### src/shared/tbr_pkg.sv
// Shared constants, types and helpers of the trigger/timebase router.
// Assumes a single 200 MHz core clock.
package tbr_pkg;

    // Clock and derived timing counts
    localparam int unsigned CLK_HZ         = 200_000_000;
    localparam int unsigned SLOW_ALIGN_HZ  = 10;
    localparam int unsigned LOCAL_TB_HZ    = 20_000_000;
    localparam int unsigned SLOW_HALF_CYC  = CLK_HZ / (2 * SLOW_ALIGN_HZ);
    localparam int unsigned LOCAL_HALF_CYC = CLK_HZ / (2 * LOCAL_TB_HZ);

    // Sizes and positions
    localparam int unsigned N_LINES  = 7;
    localparam int unsigned N_IFACE  = 2;
    localparam int unsigned N_SYNC   = 10;
    localparam int unsigned SY_TB    = 7;
    localparam int unsigned SY_STAR  = 8;
    localparam int unsigned SY_CLK10 = 9;
    localparam int unsigned TB_W     = 32;
    localparam logic [2:0]  LINE_LAST      = 3'h6;
    localparam logic [2:0]  LINE_BP_GONE   = 3'h6;
    localparam logic [2:0]  LINE_SLOT_GONE = 3'h4;

    // Per-direction line limits of first generation cards
    localparam logic [2:0] HS_IN_MAX  = 3'h4;
    localparam logic [2:0] HS_OUT_MAX = 3'h4;
    localparam logic [2:0] LS_IN_MAX  = 3'h2;
    localparam logic [2:0] LS_OUT_MAX = 3'h3;

    typedef enum logic [3:0] {
        SRC_LINE      = 4'h0,
        SRC_TB_LINE   = 4'h1,
        SRC_STAR      = 4'h2,
        SRC_CLK10     = 4'h3,
        SRC_LOCAL_TB  = 4'h4,
        SRC_SLOW      = 4'h5,
        SRC_RX_EVT    = 4'h6,
        SRC_XCVR_EVT  = 4'h7,
        SRC_START_EVT = 4'h8
    } tbr_src_t;

    typedef enum logic [2:0] {
        DST_LINE    = 3'h0,
        DST_TB_LINE = 3'h1,
        DST_MASTER  = 3'h2,
        DST_RESYNC  = 3'h3,
        DST_START   = 3'h4
    } tbr_dst_t;

    typedef enum logic [1:0] {
        FF_PLAIN     = 2'h0,
        FF_BACKPLANE = 2'h1,
        FF_CARD_SLOT = 2'h2
    } tbr_ff_t;

    typedef enum logic [1:0] {
        MT_LOCAL   = 2'h0,
        MT_TB_LINE = 2'h1,
        MT_CLK10   = 2'h2
    } tbr_mt_t;

    // Gray codes along idle, armed, fired
    typedef enum logic [1:0] {
        ST_IDLE  = 2'b00,
        ST_ARMED = 2'b01,
        ST_FIRED = 2'b11
    } tbr_st_t;

    typedef struct packed {
        logic    gen2;
        tbr_ff_t ff;
        logic    low_speed;
    } tbr_cfg_t;

    typedef struct packed {
        logic       iface;
        tbr_src_t   src;
        tbr_dst_t   dst;
        logic [2:0] line;
    } tbr_conn_t;

    typedef struct packed {
        logic     v;
        logic     iface;
        tbr_src_t src;
    } tbr_route_t;

    function automatic logic [6:0] line_bit(input logic [2:0] l);
        line_bit = 7'h01 << l;
    endfunction

    function automatic logic [2:0] count7(input logic [6:0] m);
        logic [2:0] c;
        c = 3'h0;
        for (int i = 0; i < 7; i++) begin
            c = c + {2'h0, m[i]};
        end
        count7 = c;
    endfunction

endpackage
### src/design/tbr_divider.sv
// Square-wave generator: toggles every HALF cycles, tick on each rise.
// Synchronous clear restarts the wave low with a full half period.
`timescale 1ns/1ps
`default_nettype none
module tbr_divider #(
    parameter int unsigned HALF = 5
) (
    // Clock and reset
    input  wire logic clk_i,
    input  wire logic resetn_i,
    // Restart
    input  wire logic clear_i,
    // Wave and rising tick
    output logic      wave_o,
    output logic      tick_o
);
    initial begin
        if (HALF < 1) $error("tbr_divider: HALF must be at least 1");
    end

    localparam logic [31:0] LAST = 32'(HALF - 1);

    logic [31:0] cnt_reg;
    logic        wave_reg;
    logic        wrap;

    assign wrap   = (cnt_reg == LAST);
    assign tick_o = wrap && !wave_reg && !clear_i;
    assign wave_o = wave_reg;

    always_ff @(posedge clk_i or negedge resetn_i) begin
        if (!resetn_i) begin
            cnt_reg  <= 32'h0;
            wave_reg <= 1'b0;
        end else if (clear_i) begin
            cnt_reg  <= 32'h0;
            wave_reg <= 1'b0;
        end else if (wrap) begin
            cnt_reg  <= 32'h0;
            wave_reg <= !wave_reg;
        end else begin
            cnt_reg  <= cnt_reg + 32'h1;
        end
    end
endmodule
`default_nettype wire

### src/design/tbr_router.sv
// Trigger and timebase routing matrix of a two-interface card.
// Assumes one 200 MHz clock; bus lines and backplane inputs are async,
// receive events and transceiver fault come from on-card logic.
`timescale 1ns/1ps
`default_nettype none
module tbr_router #(
    parameter int unsigned SLOW_HALF = tbr_pkg::SLOW_HALF_CYC
) (
    // Clock and reset
    input  wire logic              clk_i,
    input  wire logic              resetn_i,
    // Card configuration straps
    input  wire tbr_pkg::tbr_cfg_t cfg_i,
    // Connection requests
    input  wire logic              conn_req_i,
    input  wire tbr_pkg::tbr_conn_t conn_i,
    output logic                   conn_done_o,
    output logic                   conn_err_o,
    // Task lifecycle per interface
    input  wire logic [1:0]        task_start_i,
    input  wire logic [1:0]        last_clear_i,
    // General trigger bus lines
    input  wire logic [6:0]        trigger_bus_line_i,
    output logic      [6:0]        trigger_bus_line_o,
    output logic      [6:0]        trigger_bus_line_oe_o,
    // Dedicated timebase line
    input  wire logic              timebase_bus_line_i,
    output logic                   timebase_bus_line_o,
    output logic                   timebase_bus_line_oe_o,
    // Backplane inputs
    input  wire logic              star_trig_i,
    input  wire logic              bp_clk10_i,
    // Controller events per interface
    input  wire logic [1:0]        rx_event_i,
    input  wire logic [1:0]        transceiver_fault_n_i,
    // Sampling side
    output logic      [1:0]        start_trig_o,
    output logic      [1:0]        started_o,
    output logic                   align_o,
    output logic                   tb_tick_o,
    output logic      [31:0]       tb_count_o,
    output tbr_pkg::tbr_mt_t       master_sel_o
);
    import tbr_pkg::*;

    initial begin
        if (SLOW_HALF < 1) $error("tbr_router: SLOW_HALF must be >= 1");
    end

    // Synchronised pin inputs
    logic [N_SYNC-1:0] sy_level;
    logic [N_SYNC-1:0] sy_rise;

    tbr_sync_edge #(.W(N_SYNC)) u_sync (
        .clk_i    (clk_i),
        .resetn_i (resetn_i),
        .async_i  ({bp_clk10_i, star_trig_i, timebase_bus_line_i,
                    trigger_bus_line_i}),
        .level_o  (),
        .rise_o   (sy_rise)
    );

    // Routing state
    logic        resync_v_reg;
    logic [2:0]  resync_line_reg;
    logic        resync_own_reg;
    tbr_mt_t     master_reg;
    logic        master_own_reg;
    logic        tbexp_v_reg;
    logic        tbexp_own_reg;
    logic [1:0]  start_v_reg;
    tbr_src_t    start_src_reg  [N_IFACE];
    logic [2:0]  start_line_reg [N_IFACE];
    tbr_route_t  route_reg      [N_LINES];
    tbr_st_t     st_reg         [N_IFACE];
    logic [1:0]  fire_reg;
    logic [1:0]  rx_prev_reg;
    logic [6:0]  line_out_reg;
    logic        done_reg;
    logic        err_reg;
    logic [TB_W-1:0] tb_count_reg;
    logic        tb_tick_reg;
    logic        align_reg;

    // Generated clocks
    logic slow_wave;
    logic slow_tick;
    logic local_wave;
    logic local_tick;
    logic align;

    tbr_divider #(.HALF(SLOW_HALF)) u_slow (
        .clk_i    (clk_i),
        .resetn_i (resetn_i),
        .clear_i  (1'b0),
        .wave_o   (slow_wave),
        .tick_o   (slow_tick)
    );

    tbr_divider #(.HALF(LOCAL_HALF_CYC)) u_local (
        .clk_i    (clk_i),
        .resetn_i (resetn_i),
        .clear_i  (align),
        .wave_o   (local_wave),
        .tick_o   (local_tick)
    );

    // Request decode
    wire tbr_src_t   c_src   = conn_i.src;
    wire tbr_dst_t   c_dst   = conn_i.dst;
    wire logic [2:0] c_line  = conn_i.line;
    wire logic       c_if    = conn_i.iface;
    wire logic       g2      = cfg_i.gen2;
    wire logic       bp      = (cfg_i.ff == FF_BACKPLANE);
    wire logic       slot    = (cfg_i.ff == FF_CARD_SLOT);
    wire logic       to_line = (c_dst == DST_LINE);
    wire logic       fr_line = (c_src == SRC_LINE);

    // Line availability per generation and form factor
    wire logic line_ok = (c_line <= LINE_LAST)
        && !(!g2 && bp && c_line == LINE_BP_GONE)
        && !(g2 && slot && c_line >= LINE_SLOT_GONE);

    wire logic pair_g1 =
        (fr_line && (c_dst == DST_RESYNC || c_dst == DST_START))
        || (c_src == SRC_SLOW && (to_line || c_dst == DST_START))
        || (c_src == SRC_START_EVT && to_line);

    wire logic pair_g2 = pair_g1
        || (c_src == SRC_TB_LINE && c_dst == DST_MASTER)
        || (c_src == SRC_STAR && c_dst == DST_START && bp)
        || (c_src == SRC_CLK10 && c_dst == DST_MASTER && bp)
        || (c_src == SRC_LOCAL_TB && c_dst == DST_TB_LINE && !slot)
        || (c_src == SRC_RX_EVT && (to_line || c_dst == DST_START))
        || (c_src == SRC_XCVR_EVT && to_line
            && c_line[0] == c_if);

    wire logic pair_ok = g2 ? pair_g2 : pair_g1;

    // Lines in use per direction
    logic [6:0] in_mask;
    logic [6:0] out_mask;
    always_comb begin
        in_mask  = resync_v_reg ? line_bit(resync_line_reg) : 7'h00;
        out_mask = 7'h00;
        for (int i = 0; i < N_IFACE; i++) begin
            if (start_v_reg[i] && start_src_reg[i] == SRC_LINE) begin
                in_mask = in_mask | line_bit(start_line_reg[i]);
            end
        end
        for (int l = 0; l < N_LINES; l++) begin
            out_mask[l] = route_reg[l].v;
        end
    end

    wire logic [2:0] in_max  = cfg_i.low_speed ? LS_IN_MAX : HS_IN_MAX;
    wire logic [2:0] out_max = cfg_i.low_speed ? LS_OUT_MAX : HS_OUT_MAX;
    wire logic in_full = !g2 && fr_line && !in_mask[c_line]
        && (count7(in_mask) >= in_max);
    wire logic out_full = !g2 && to_line
        && (count7(out_mask) >= out_max);

    logic busy;
    always_comb begin
        case (c_dst)
            DST_LINE:    busy = route_reg[c_line].v;
            DST_TB_LINE: busy = tbexp_v_reg;
            DST_MASTER:  busy = (master_reg != MT_LOCAL);
            DST_RESYNC:  busy = resync_v_reg;
            DST_START:   busy = start_v_reg[c_if];
            default:     busy = 1'b1;
        endcase
    end

    wire logic uses_line = fr_line || to_line;
    wire logic accept = conn_req_i && pair_ok && !busy
        && (!uses_line || line_ok) && !in_full && !out_full;

    // Resync alignment, card wide
    assign align = resync_v_reg && sy_rise[resync_line_reg];

    // Timebase tick source
    wire logic ext_rise = (master_reg == MT_CLK10) ? sy_rise[SY_CLK10]
                                                   : sy_rise[SY_TB];
    wire logic tb_tick = (master_reg == MT_LOCAL) ? local_tick
                                                  : ext_rise;

    // Start trigger source edges per interface
    logic [1:0] rx_rise;
    logic [1:0] src_edge;
    assign rx_rise = rx_event_i & ~rx_prev_reg;
    always_comb begin
        for (int i = 0; i < N_IFACE; i++) begin
            case (start_src_reg[i])
                SRC_LINE:   src_edge[i] = sy_rise[start_line_reg[i]];
                SRC_STAR:   src_edge[i] = sy_rise[SY_STAR];
                SRC_SLOW:   src_edge[i] = slow_tick;
                SRC_RX_EVT: src_edge[i] = rx_rise[i];
                default:    src_edge[i] = 1'b0;
            endcase
        end
    end

    // Start state machine per interface
    tbr_st_t    st_next [N_IFACE];
    logic [1:0] fire;
    always_comb begin
        for (int i = 0; i < N_IFACE; i++) begin
            st_next[i] = st_reg[i];
            fire[i]    = 1'b0;
            case (st_reg[i])
                ST_IDLE: begin
                    if (task_start_i[i] && !start_v_reg[i]) begin
                        st_next[i] = ST_FIRED;
                        fire[i]    = 1'b1;
                    end else if (task_start_i[i]) begin
                        st_next[i] = ST_ARMED;
                    end
                end
                ST_ARMED: begin
                    if (start_v_reg[i] && src_edge[i]) begin
                        st_next[i] = ST_FIRED;
                        fire[i]    = 1'b1;
                    end
                end
                ST_FIRED: st_next[i] = ST_FIRED;
                default:  st_next[i] = ST_IDLE;
            endcase
            if (last_clear_i[i]) begin
                st_next[i] = ST_IDLE;
                fire[i]    = 1'b0;
            end
        end
    end

    // Line output values
    logic [6:0] line_next;
    always_comb begin
        for (int l = 0; l < N_LINES; l++) begin
            case (route_reg[l].src)
                SRC_SLOW:      line_next[l] = slow_wave;
                SRC_START_EVT: line_next[l] = fire[route_reg[l].iface];
                SRC_RX_EVT:    line_next[l] =
                    rx_event_i[route_reg[l].iface];
                SRC_XCVR_EVT:  line_next[l] =
                    transceiver_fault_n_i[route_reg[l].iface];
                default:       line_next[l] = 1'b0;
            endcase
        end
    end

    // Timebase, start and output registers
    always_ff @(posedge clk_i or negedge resetn_i) begin
        if (!resetn_i) begin
            tb_count_reg <= '0;
            tb_tick_reg  <= 1'b0;
            align_reg    <= 1'b0;
            fire_reg     <= 2'h0;
            rx_prev_reg  <= 2'h0;
            line_out_reg <= 7'h00;
            done_reg     <= 1'b0;
            err_reg      <= 1'b0;
            st_reg[0]    <= ST_IDLE;
            st_reg[1]    <= ST_IDLE;
        end else begin
            if (align) begin
                tb_count_reg <= '0;
            end else if (tb_tick) begin
                tb_count_reg <= tb_count_reg + 32'h1;
            end
            tb_tick_reg  <= tb_tick && !align;
            align_reg    <= align;
            fire_reg     <= fire;
            rx_prev_reg  <= rx_event_i;
            line_out_reg <= line_next;
            done_reg     <= conn_req_i;
            err_reg      <= conn_req_i && !accept;
            st_reg[0]    <= st_next[0];
            st_reg[1]    <= st_next[1];
        end
    end

    // Connection table: connect on accept, release on last clear
    always_ff @(posedge clk_i or negedge resetn_i) begin
        if (!resetn_i) begin
            resync_v_reg    <= 1'b0;
            resync_line_reg <= 3'h0;
            resync_own_reg  <= 1'b0;
            master_reg      <= MT_LOCAL;
            master_own_reg  <= 1'b0;
            tbexp_v_reg     <= 1'b0;
            tbexp_own_reg   <= 1'b0;
            start_v_reg     <= 2'h0;
            for (int i = 0; i < N_IFACE; i++) begin
                start_src_reg[i]  <= SRC_LINE;
                start_line_reg[i] <= 3'h0;
            end
            for (int l = 0; l < N_LINES; l++) begin
                route_reg[l] <= '0;
            end
        end else begin
            if (accept) begin
                case (c_dst)
                    DST_RESYNC: begin
                        resync_v_reg    <= 1'b1;
                        resync_line_reg <= c_line;
                        resync_own_reg  <= c_if;
                    end
                    DST_MASTER: begin
                        master_reg     <= (c_src == SRC_CLK10) ? MT_CLK10
                                                               : MT_TB_LINE;
                        master_own_reg <= c_if;
                    end
                    DST_TB_LINE: begin
                        tbexp_v_reg   <= 1'b1;
                        tbexp_own_reg <= c_if;
                    end
                    DST_START: begin
                        start_v_reg[c_if]    <= 1'b1;
                        start_src_reg[c_if]  <= c_src;
                        start_line_reg[c_if] <= c_line;
                    end
                    default: route_reg[c_line] <= {1'b1, c_if, c_src};
                endcase
            end
            for (int i = 0; i < N_IFACE; i++) begin
                if (last_clear_i[i]) begin
                    start_v_reg[i] <= 1'b0;
                    if (resync_v_reg && resync_own_reg == i[0]) begin
                        resync_v_reg <= 1'b0;
                    end
                    if (master_own_reg == i[0]) begin
                        master_reg <= MT_LOCAL;
                    end
                    if (tbexp_own_reg == i[0]) begin
                        tbexp_v_reg <= 1'b0;
                    end
                    for (int l = 0; l < N_LINES; l++) begin
                        if (route_reg[l].iface == i[0]) begin
                            route_reg[l].v <= 1'b0;
                        end
                    end
                end
            end
        end
    end

    // Outputs
    always_comb begin
        for (int l = 0; l < N_LINES; l++) begin
            trigger_bus_line_oe_o[l] = route_reg[l].v;
        end
    end

    assign trigger_bus_line_o     = line_out_reg;
    assign timebase_bus_line_o    = local_wave;
    assign timebase_bus_line_oe_o = tbexp_v_reg;
    assign start_trig_o           = fire_reg;
    assign started_o = {st_reg[1] == ST_FIRED, st_reg[0] == ST_FIRED};
    assign align_o                = align_reg;
    assign tb_tick_o              = tb_tick_reg;
    assign tb_count_o             = tb_count_reg;
    assign master_sel_o           = master_reg;
    assign conn_done_o            = done_reg;
    assign conn_err_o             = err_reg;

endmodule
`default_nettype wire

### src/design/tbr_sync_edge.sv
// Three-stage synchroniser with agreement filter and rising-edge pulse.
// Inputs arrive from pins outside the core clock domain.
`timescale 1ns/1ps
`default_nettype none
module tbr_sync_edge #(
    parameter int unsigned W = 1
) (
    // Clock and reset
    input  wire logic         clk_i,
    input  wire logic         resetn_i,
    // Asynchronous inputs
    input  wire logic [W-1:0] async_i,
    // Filtered level and rising edge
    output logic      [W-1:0] level_o,
    output logic      [W-1:0] rise_o
);
    initial begin
        if (W < 1) $error("tbr_sync_edge: W must be at least 1");
    end

    logic [W-1:0] s1_reg;
    logic [W-1:0] s2_reg;
    logic [W-1:0] s3_reg;
    logic [W-1:0] level_reg;
    logic [W-1:0] agree;
    logic [W-1:0] level_next;

    // A change counts once stages two and three agree
    assign agree      = ~(s2_reg ^ s3_reg);
    assign level_next = (agree & s3_reg) | (~agree & level_reg);
    assign rise_o     = level_next & ~level_reg;
    assign level_o    = level_reg;

    always_ff @(posedge clk_i or negedge resetn_i) begin
        if (!resetn_i) begin
            s1_reg    <= '0;
            s2_reg    <= '0;
            s3_reg    <= '0;
            level_reg <= '0;
        end else begin
            s1_reg    <= async_i;
            s2_reg    <= s1_reg;
            s3_reg    <= s2_reg;
            level_reg <= level_next;
        end
    end
endmodule
`default_nettype wire

### config.mk
export PLATFORM = sky130hd
export DESIGN_NAME = tbr_router
export DESIGN_NICKNAME = d
export VERILOG_FILES = /design/src/shared/tbr_pkg.sv /design/src/design/tbr_divider.sv /design/src/design/tbr_router.sv /design/src/design/tbr_sync_edge.sv
export SDC_FILE = /design/constraint.sdc
export NUM_CORES = 1
export LEC_CHECK = 0
export ABC_AREA = 1
export BUFFER_PORTS_ARGS = -buffer_cell sky130_fd_sc_hd__clkbuf_2
export CAP_MARGIN = 20
export CORE_UTILIZATION = 51
export CTS_CLUSTER_DIAMETER = 120
export DETAILED_ROUTE_END_ITERATION = 12
export PLACE_DENSITY = 0.71
export SLEW_MARGIN = 10
export SYNTH_ARGS = -nofsm -noshare
export SYNTH_HDL_FRONTEND = slang
export SYNTH_SLANG_ARGS = --single-unit
### constraint.sdc
create_clock -name clk_i -period 4.1 [get_ports clk_i]
set_input_delay 0 -clock clk_i [delete_from_list [all_inputs] [get_ports clk_i]]
set_output_delay 0 -clock clk_i [all_outputs]
set_load 0.02 [all_outputs]
-- After elaboration in Yosys (flattened, before gate mapping)
Index checks and enable logic that the tools add are counted.
- flip-flop bits (word level): 225
- output and inout port bits: 58
- bits of input ports: 36
- word-level logic and storage cells: 428
- reductions and logical operators: 97
- eq/ne operators: 61
- add/subtract/negate cells: 15
- $lt $le $gt $ge: 21
- bitwise operators: 17
- multiplexer cells: 162
- shift operators: 3
- operator list (cell ; number):
    $mux 32 ; 5
    $eq 4x3->1 const B ; 29
    $mux 1 ; 102
    $add 32x1->32 const B ; 3
    $mux 42 ; 2
    $logic_and 1x1->1 ; 46
    $bwmux 42 ; 1
    $pmux 1 s4 ; 9
    $mux 2 ; 17
    $eq 32x24->1 const B ; 1
    $eq 32x3->1 const B ; 1
    $eq 4x4->1 const B ; 8
    $and 10x10->10 ; 3
    $not 10->10 ; 3
    $add 3x1->3 ; 8
    $mux 7 ; 3
    $shl 1x3->7 const A ; 3
    $bmux 6 s3 ; 1
    $demux 6 s3 ; 1
    $mux 6 ; 3
    $reduce_and 2->1 ; 9
    $eq 4x2->1 const B ; 4
    $lt 1x2->1 const B ; 8
    $logic_not 1->1 ; 15
    other kinds (47) ; 91

-- Depth between registers and ports, before layout
- depth after elaboration: 22
- depth in mapped cells: 28
- depth with buffers taken out: 27

-- By module
Synthesis repeated with hierarchy kept, for this count alone.
- cells, all modules: 1832
- area, all modules: 13291.5 um^2
- by module, submodules not included (module ; seq. area each (um^2) ; area an instance (um^2) ; times used ; cells an instance):
    tbr_router ; 2977.9 ; 7688.6 ; 1 ; 1054
    tbr_divider (u_local) ; 825.8 ; 2227.1 ; 1 ; 357
    tbr_divider (u_slow) ; 825.8 ; 2107.0 ; 1 ; 321
    tbr_sync_edge ; 1001.0 ; 1268.7 ; 1 ; 100

-- Worst setup path after synthesis
OpenSTA, ideal clock, no wires.
- path type: register -> register
- from: register start_src_reg[3] (netlist bit)
- to: register tbexp_own_reg
- buffers on the path: 1
- path slack: -121 ps
- stages on the path, launching flop included: 29
- required time: 3983 ps
- arrival time: 4104 ps
- path through: dfrtp_1 -> nor2_2 -> nand3_1 -> nor2_4 -> nand3_1 -> nand3_1 -> inv_1 -> fa_1 -> inv_1 -> fa_1 -> inv_1 -> fa_1 -> inv_1 -> fa_1 -> inv_1 -> ha_1 -> nand2_1 -> nand2_1 -> a21oi_1 -> nor3_1 -> nand2_1 -> nor2_1 -> nand2_1 -> nor2_2 -> nor2_4 -> buf_6 -> nand2_2 -> nand2_1 -> nand2_1
- cells in the longest elaborated chain, start to end: 15
- elaborated cells between the ends (all ways): 19
- classes of those cells: add/sub (6); order compare (1); mux (3); reduce/logical (9)
- RTL lines (item ; line ; text):
    start, declared ; tbr_router.sv:72 ; tbr_src_t start_src_reg [N_IFACE];
    start signal, assigned by index ; tbr_router.sv:320 ; start_src_reg[c_if] <= c_src;
    $logic_not 4->1 (*) ; tbr_router.sv:147 ; if (start_v_reg[i] && start_src_reg[i] == SRC_LINE) begin
    $logic_and 1x1->1 (*) ; tbr_router.sv:147 ;
    $mux 7 (*) ; tbr_router.sv:147 ;
    $add 1x1->2 ; tbr_pkg.sv:96 ; c = c + {2'h0, m[i]};
    $add 2x1->3 ; tbr_pkg.sv:96 ;
    $add 3x1->3 (4 in series) ; tbr_pkg.sv:96 ;
    $ge 3x3->1 ; tbr_router.sv:159 ; && (count7(in_mask) >= in_max);
    $logic_and 1x1->1 (*) ; tbr_router.sv:159 ;
    $logic_not 1->1 (*) ; tbr_router.sv:177 ; && (!uses_line || line_ok) && !in_full && !out_full;
    $logic_and 1x1->1 (*) (2 in series) ; tbr_router.sv:177 ;
    $reduce_and 2->1 (no line) (*) ; -- ;
    end signal, assigned ; tbr_router.sv:316 ; tbexp_own_reg <= c_if;
    end, declared ; tbr_router.sv:70 ; logic tbexp_own_reg;
Every way passes the cells marked *; elsewhere a longest branch is shown, timed or not. The select of a mux whose other input is x is not followed.
A chain may end at the register's enable or synchronous reset.

-- Worst setup path after layout
- from: register start_src_reg[3] (netlist bit)
- to: register start_line_reg[4] (netlist bit)
- cells in the longest elaborated chain, start to end: 15
- elaborated cells between the ends (all ways): 19
- classes of those cells: add/sub (6); order compare (1); mux (3); reduce/logical (9)
- RTL lines (item ; line ; text):
    $logic_not 4->1 (*) ; tbr_router.sv:147 ;
    $logic_and 1x1->1 (*) ; tbr_router.sv:147 ;
    $mux 7 (*) ; tbr_router.sv:147 ;
    $add 1x1->2 ; tbr_pkg.sv:96 ;
    $add 2x1->3 ; tbr_pkg.sv:96 ;
    $add 3x1->3 (4 in series) ; tbr_pkg.sv:96 ;
    $ge 3x3->1 ; tbr_router.sv:159 ;
    $logic_and 1x1->1 (*) ; tbr_router.sv:159 ;
    $logic_not 1->1 (*) ; tbr_router.sv:177 ;
    $logic_and 1x1->1 (*) (2 in series) ; tbr_router.sv:177 ;
    $reduce_and 2->1 (no line) (*) ; -- ;
    end signal, assigned by index ; tbr_router.sv:321 ; start_line_reg[c_if] <= c_line;
    end, declared ; tbr_router.sv:73 ; logic [2:0] start_line_reg [N_IFACE];
Marked as above.

==> summary.md <==
| Metric | Value |
|---|---|
| Outcome | `finished, violations left` |
| Failing checks | `negative setup slack` |
| Fillers | `2216` |
| Total Wirelength | `approximately 34000 um` |
| Dpl hpwl | `approximately 24000 um` |
| Worst-Skew Late Latency | `between 500 and 600 ps` |
| Placed insts | `2108` |
| Hold Path Class | `input pin to flop` |
| Cell accounting for the most synthesized area | `dfrtp_1` |
| Slew margin rel. | `between 30% and 40%` |
| Via count | `around 12k` |
| Int Pwr | `3920 uW` |
| Max reg flops | `35` |
| Final antenna-violating net count | `0` |
| Final min period | `4500 ps` |
| Core ar. | `around 25000 um2` |
| Power share of the combinational group | `11.1%` |
| Synthesized instance count | `1690` |
| Critical Path Sink Type | `flop` |
| TritonCTS clock tree | `built` |
| Row cnt | `57` |
| Finished Cell Area | `15300 um2` |
| Required time of the critical path | `~4500 ps` |
| Final hold viol count | `0` |
| Mapped Area | `about 13000 um2` |
| Clock Tree Buf Depth | `3` |
| Share of cells above drive strength 1 | `roughly 14%` |
| Final #Nets | `roughly 1.9k` |
| CTS H-tree depth | `1` |
| Synth top area share | `between 40 and 50%` |
| Prevailing post-synth register cell | `dfrtp_1` |
| Vias in the first global route | `approximately 11k` |
| DIE AREA | `between 20000 and 30000 um2` |
| Startpoint types | `flop` |
| Peak supply drop | `between 200 and 300 uV` |
| Starting Density | `52.3%` |
| First-pass GRT wire length | `56700 um` |
| Commonest cells post-synth | `nand2_1, dfrtp_1, inv_1` |
| Final setup fails | `roughly 70` |
| Sw frac | `26.2%` |
| Total net switching power | `around 1400 uW` |
| Post-synth ARST share | `100%` |
| Cts bufs inserted | `26` |
| Max Cap Violations | `0` |
| Clk pin slew, worst setup/hold paths | `60 ps` |
| IO Port Bufs | `between 90 and 100` |
| Die height | `between 150 and 200 um` |
| Residual DRC count | `0` |
| Cell Area, Placed | `~14000 um2` |
| Non-filler cells, final | `between 2k and 2.5k` |
| Number of antenna violations at the first check in global routing | `1` |
| Most area-consuming cells after synthesis | `dfrtp_1, nand2_1, inv_1` |
| Critical path type | `flop to flop` |
| Max FO, Critical Path | `8` |
| Syn Area/Cell | `between 7 and 8 um2` |
| Sequential fraction of the synthesis area | `43.8%` |
| Leakage power | `about 0.0077 uW` |
| Post-synth EDFFs | `0` |
| Final worst slack | `-400 ps` |
| Storage cell area | `~5600 um2` |
| Largest net degree at the start of global routing | `92` |
| Clock power frac | `around 43%` |
| Worst Skew | `10.6 ps` |
| CP max stage delay | `520 ps` |
| Worst path most repeated cell | `nand2_1` |
| Pre-antenna DRT Iters | `5` |
| Worst Tran Pin Value | `1040 ps` |
| CP max-delay cell | `fa_1` |
| Multi-input logic area | `6200 um2` |
| PD cells | `between 300 and 400 nW/um2` |
| Pins Over Slew Limit | `0` |
| Fin util | `62.3%` |
| Clock sink count | `between 200 and 250` |
| Crit share post-route | `110%` |
| Via/cell ratio | `~5.4` |
| Ys Warns | `0` |
| RD Place Congestion | `about 0.95` |
| FMAX | `about 220 MHz` |
| Drt wl/cell | `around 16 um` |
| P&R area growth vs syn | `19.1%` |
| 1st-iter DRT viols | `roughly 960` |
| Yosys reg bits | `~230` |
| Clk root buf | `clkbuf_16` |
| Part of the power in registers | `46.0%` |
| All-Layer GR Usage | `a little over a quarter` |
| Die Width | `~160 um` |
| Top-count cell post-synth | `nand2_1` |
| WP data arrival | `between 4000 and 5000 ps` |
| Num ports | `94` |
| Syn Nets | `around 1.7k` |
| Grt ovf | `0` |
| RSZ-0062 raised after global routing | `yes` |
| Distinct cell type count after synthesis | `48` |
-- final timing paths --
path                            cells past startpoint                 to             start  slack, ps
worst min register to register                      0   u_sync.s2_reg[3]  u_sync.s1_reg[3]        350
min in group asynchronous                           2            align_o          resetn_i         70
worst max register to register                     28  start_line_reg[4]  start_src_reg[3]       -400
worst min-delay path                                3      route_reg[26]         conn_i[8]         60
worst max-delay path                               28  start_line_reg[4]  start_src_reg[3]       -400
max in group asynchronous                           3  start_line_reg[4]          resetn_i       3000
-- critical path: cells and delay by family, from the launching register on --
kind	cells	cell delay [ps]
AOI/OAI and AO/OA	1	140
adders and majority gates	5	1920
buffers and inverters	8	640
DFF	1	390
and+or+nand+nor	14	1280
-- power groups by stage --
stage | Clock, uW | Sequential, uW | Combinational (uW)
after floorplan | 0 | 2480 | 331
after global placement | 0 | 2470 | 547
after detailed placement | 0 | 2480 | 557
after CTS | 2330 | 2440 | 584
after global routing | 2420 | 2460 | 669
final | 2280 | 2440 | 592
-- through the flow --
step	hold slack [ps]	power (uW)	setup slack (ps)	TNS, ps
after floorplan	-296	2810	-61.7	-399
after global placement	67.0	3020	-427	-19600
after global routing	25.3	5550	-692	-44930
final	56.3	5320	-400	-24610
after CTS	13.9	5360	-389	-23020
after detailed placement	68.9	3040	-567	-28160
-- area by class of cell --
class / count / share of cell area [%]
tap: 324 / 2.65
clock buffer: 34 / 4.85
antenna: 1 / 0.0164
inverter: 231 / 5.68
clock inverter: 9 / 0.622
multi-input combinational: 1178 / 40.5
sequential: 225 / 36.8
timing repair buffer: 187 / 8.87
-- kinds of logic after synthesis --
family	count (synthesis)	share of synthesized area (%)
AND/OR/NAND/NOR	968	34.1
AO/OA/AOI/OAI	110	5.04
adder cells (fa/ha/maj)	26	2.83
buffers and inverters	288	9.24
flip-flops	225	43.8
XOR/XNOR	73	4.98
-- timing repair --
action,CTS,global route
buffers inserted,5,4
endpoints found under the setup margin,69,69
gates resized for setup,19,31
hold buffers,25,0
pin swaps,14,27
hold endpoints to repair,148,0
gates cloned,1,2
-- metal layers --
layer | global-route usage [%] | routed length [um]
met1 | 38.0 | 15400
met2 | 42.7 | 15800
met3 | 3.59 | 1900
met4 | 9.87 | 1030
met5 | 0 | 0
-- layout by cell type (no fill, tap or decap), types with 6 or more instances in the layout --
master,instances
fa_1,7
xnor2_1,15
nor2_2,6
nand4_1,121
maj3_1,9
o2111ai_1,6
nand2_1,423
o21ai_0,31
nor2_1,178
nand3_1,109
dlygate4sd3_1,25
inv_1,221
ha_1,9
dfrtp_1,225
nand2_2,18
nor4_1,26
xor2_1,58
clkinv_2,8
nor3_1,56
clkbuf_2,92
a21oi_1,44
clkbuf_16,29
buf_4,58
inv_2,7
No activity file was read; power rests on OpenSTA's default activity.
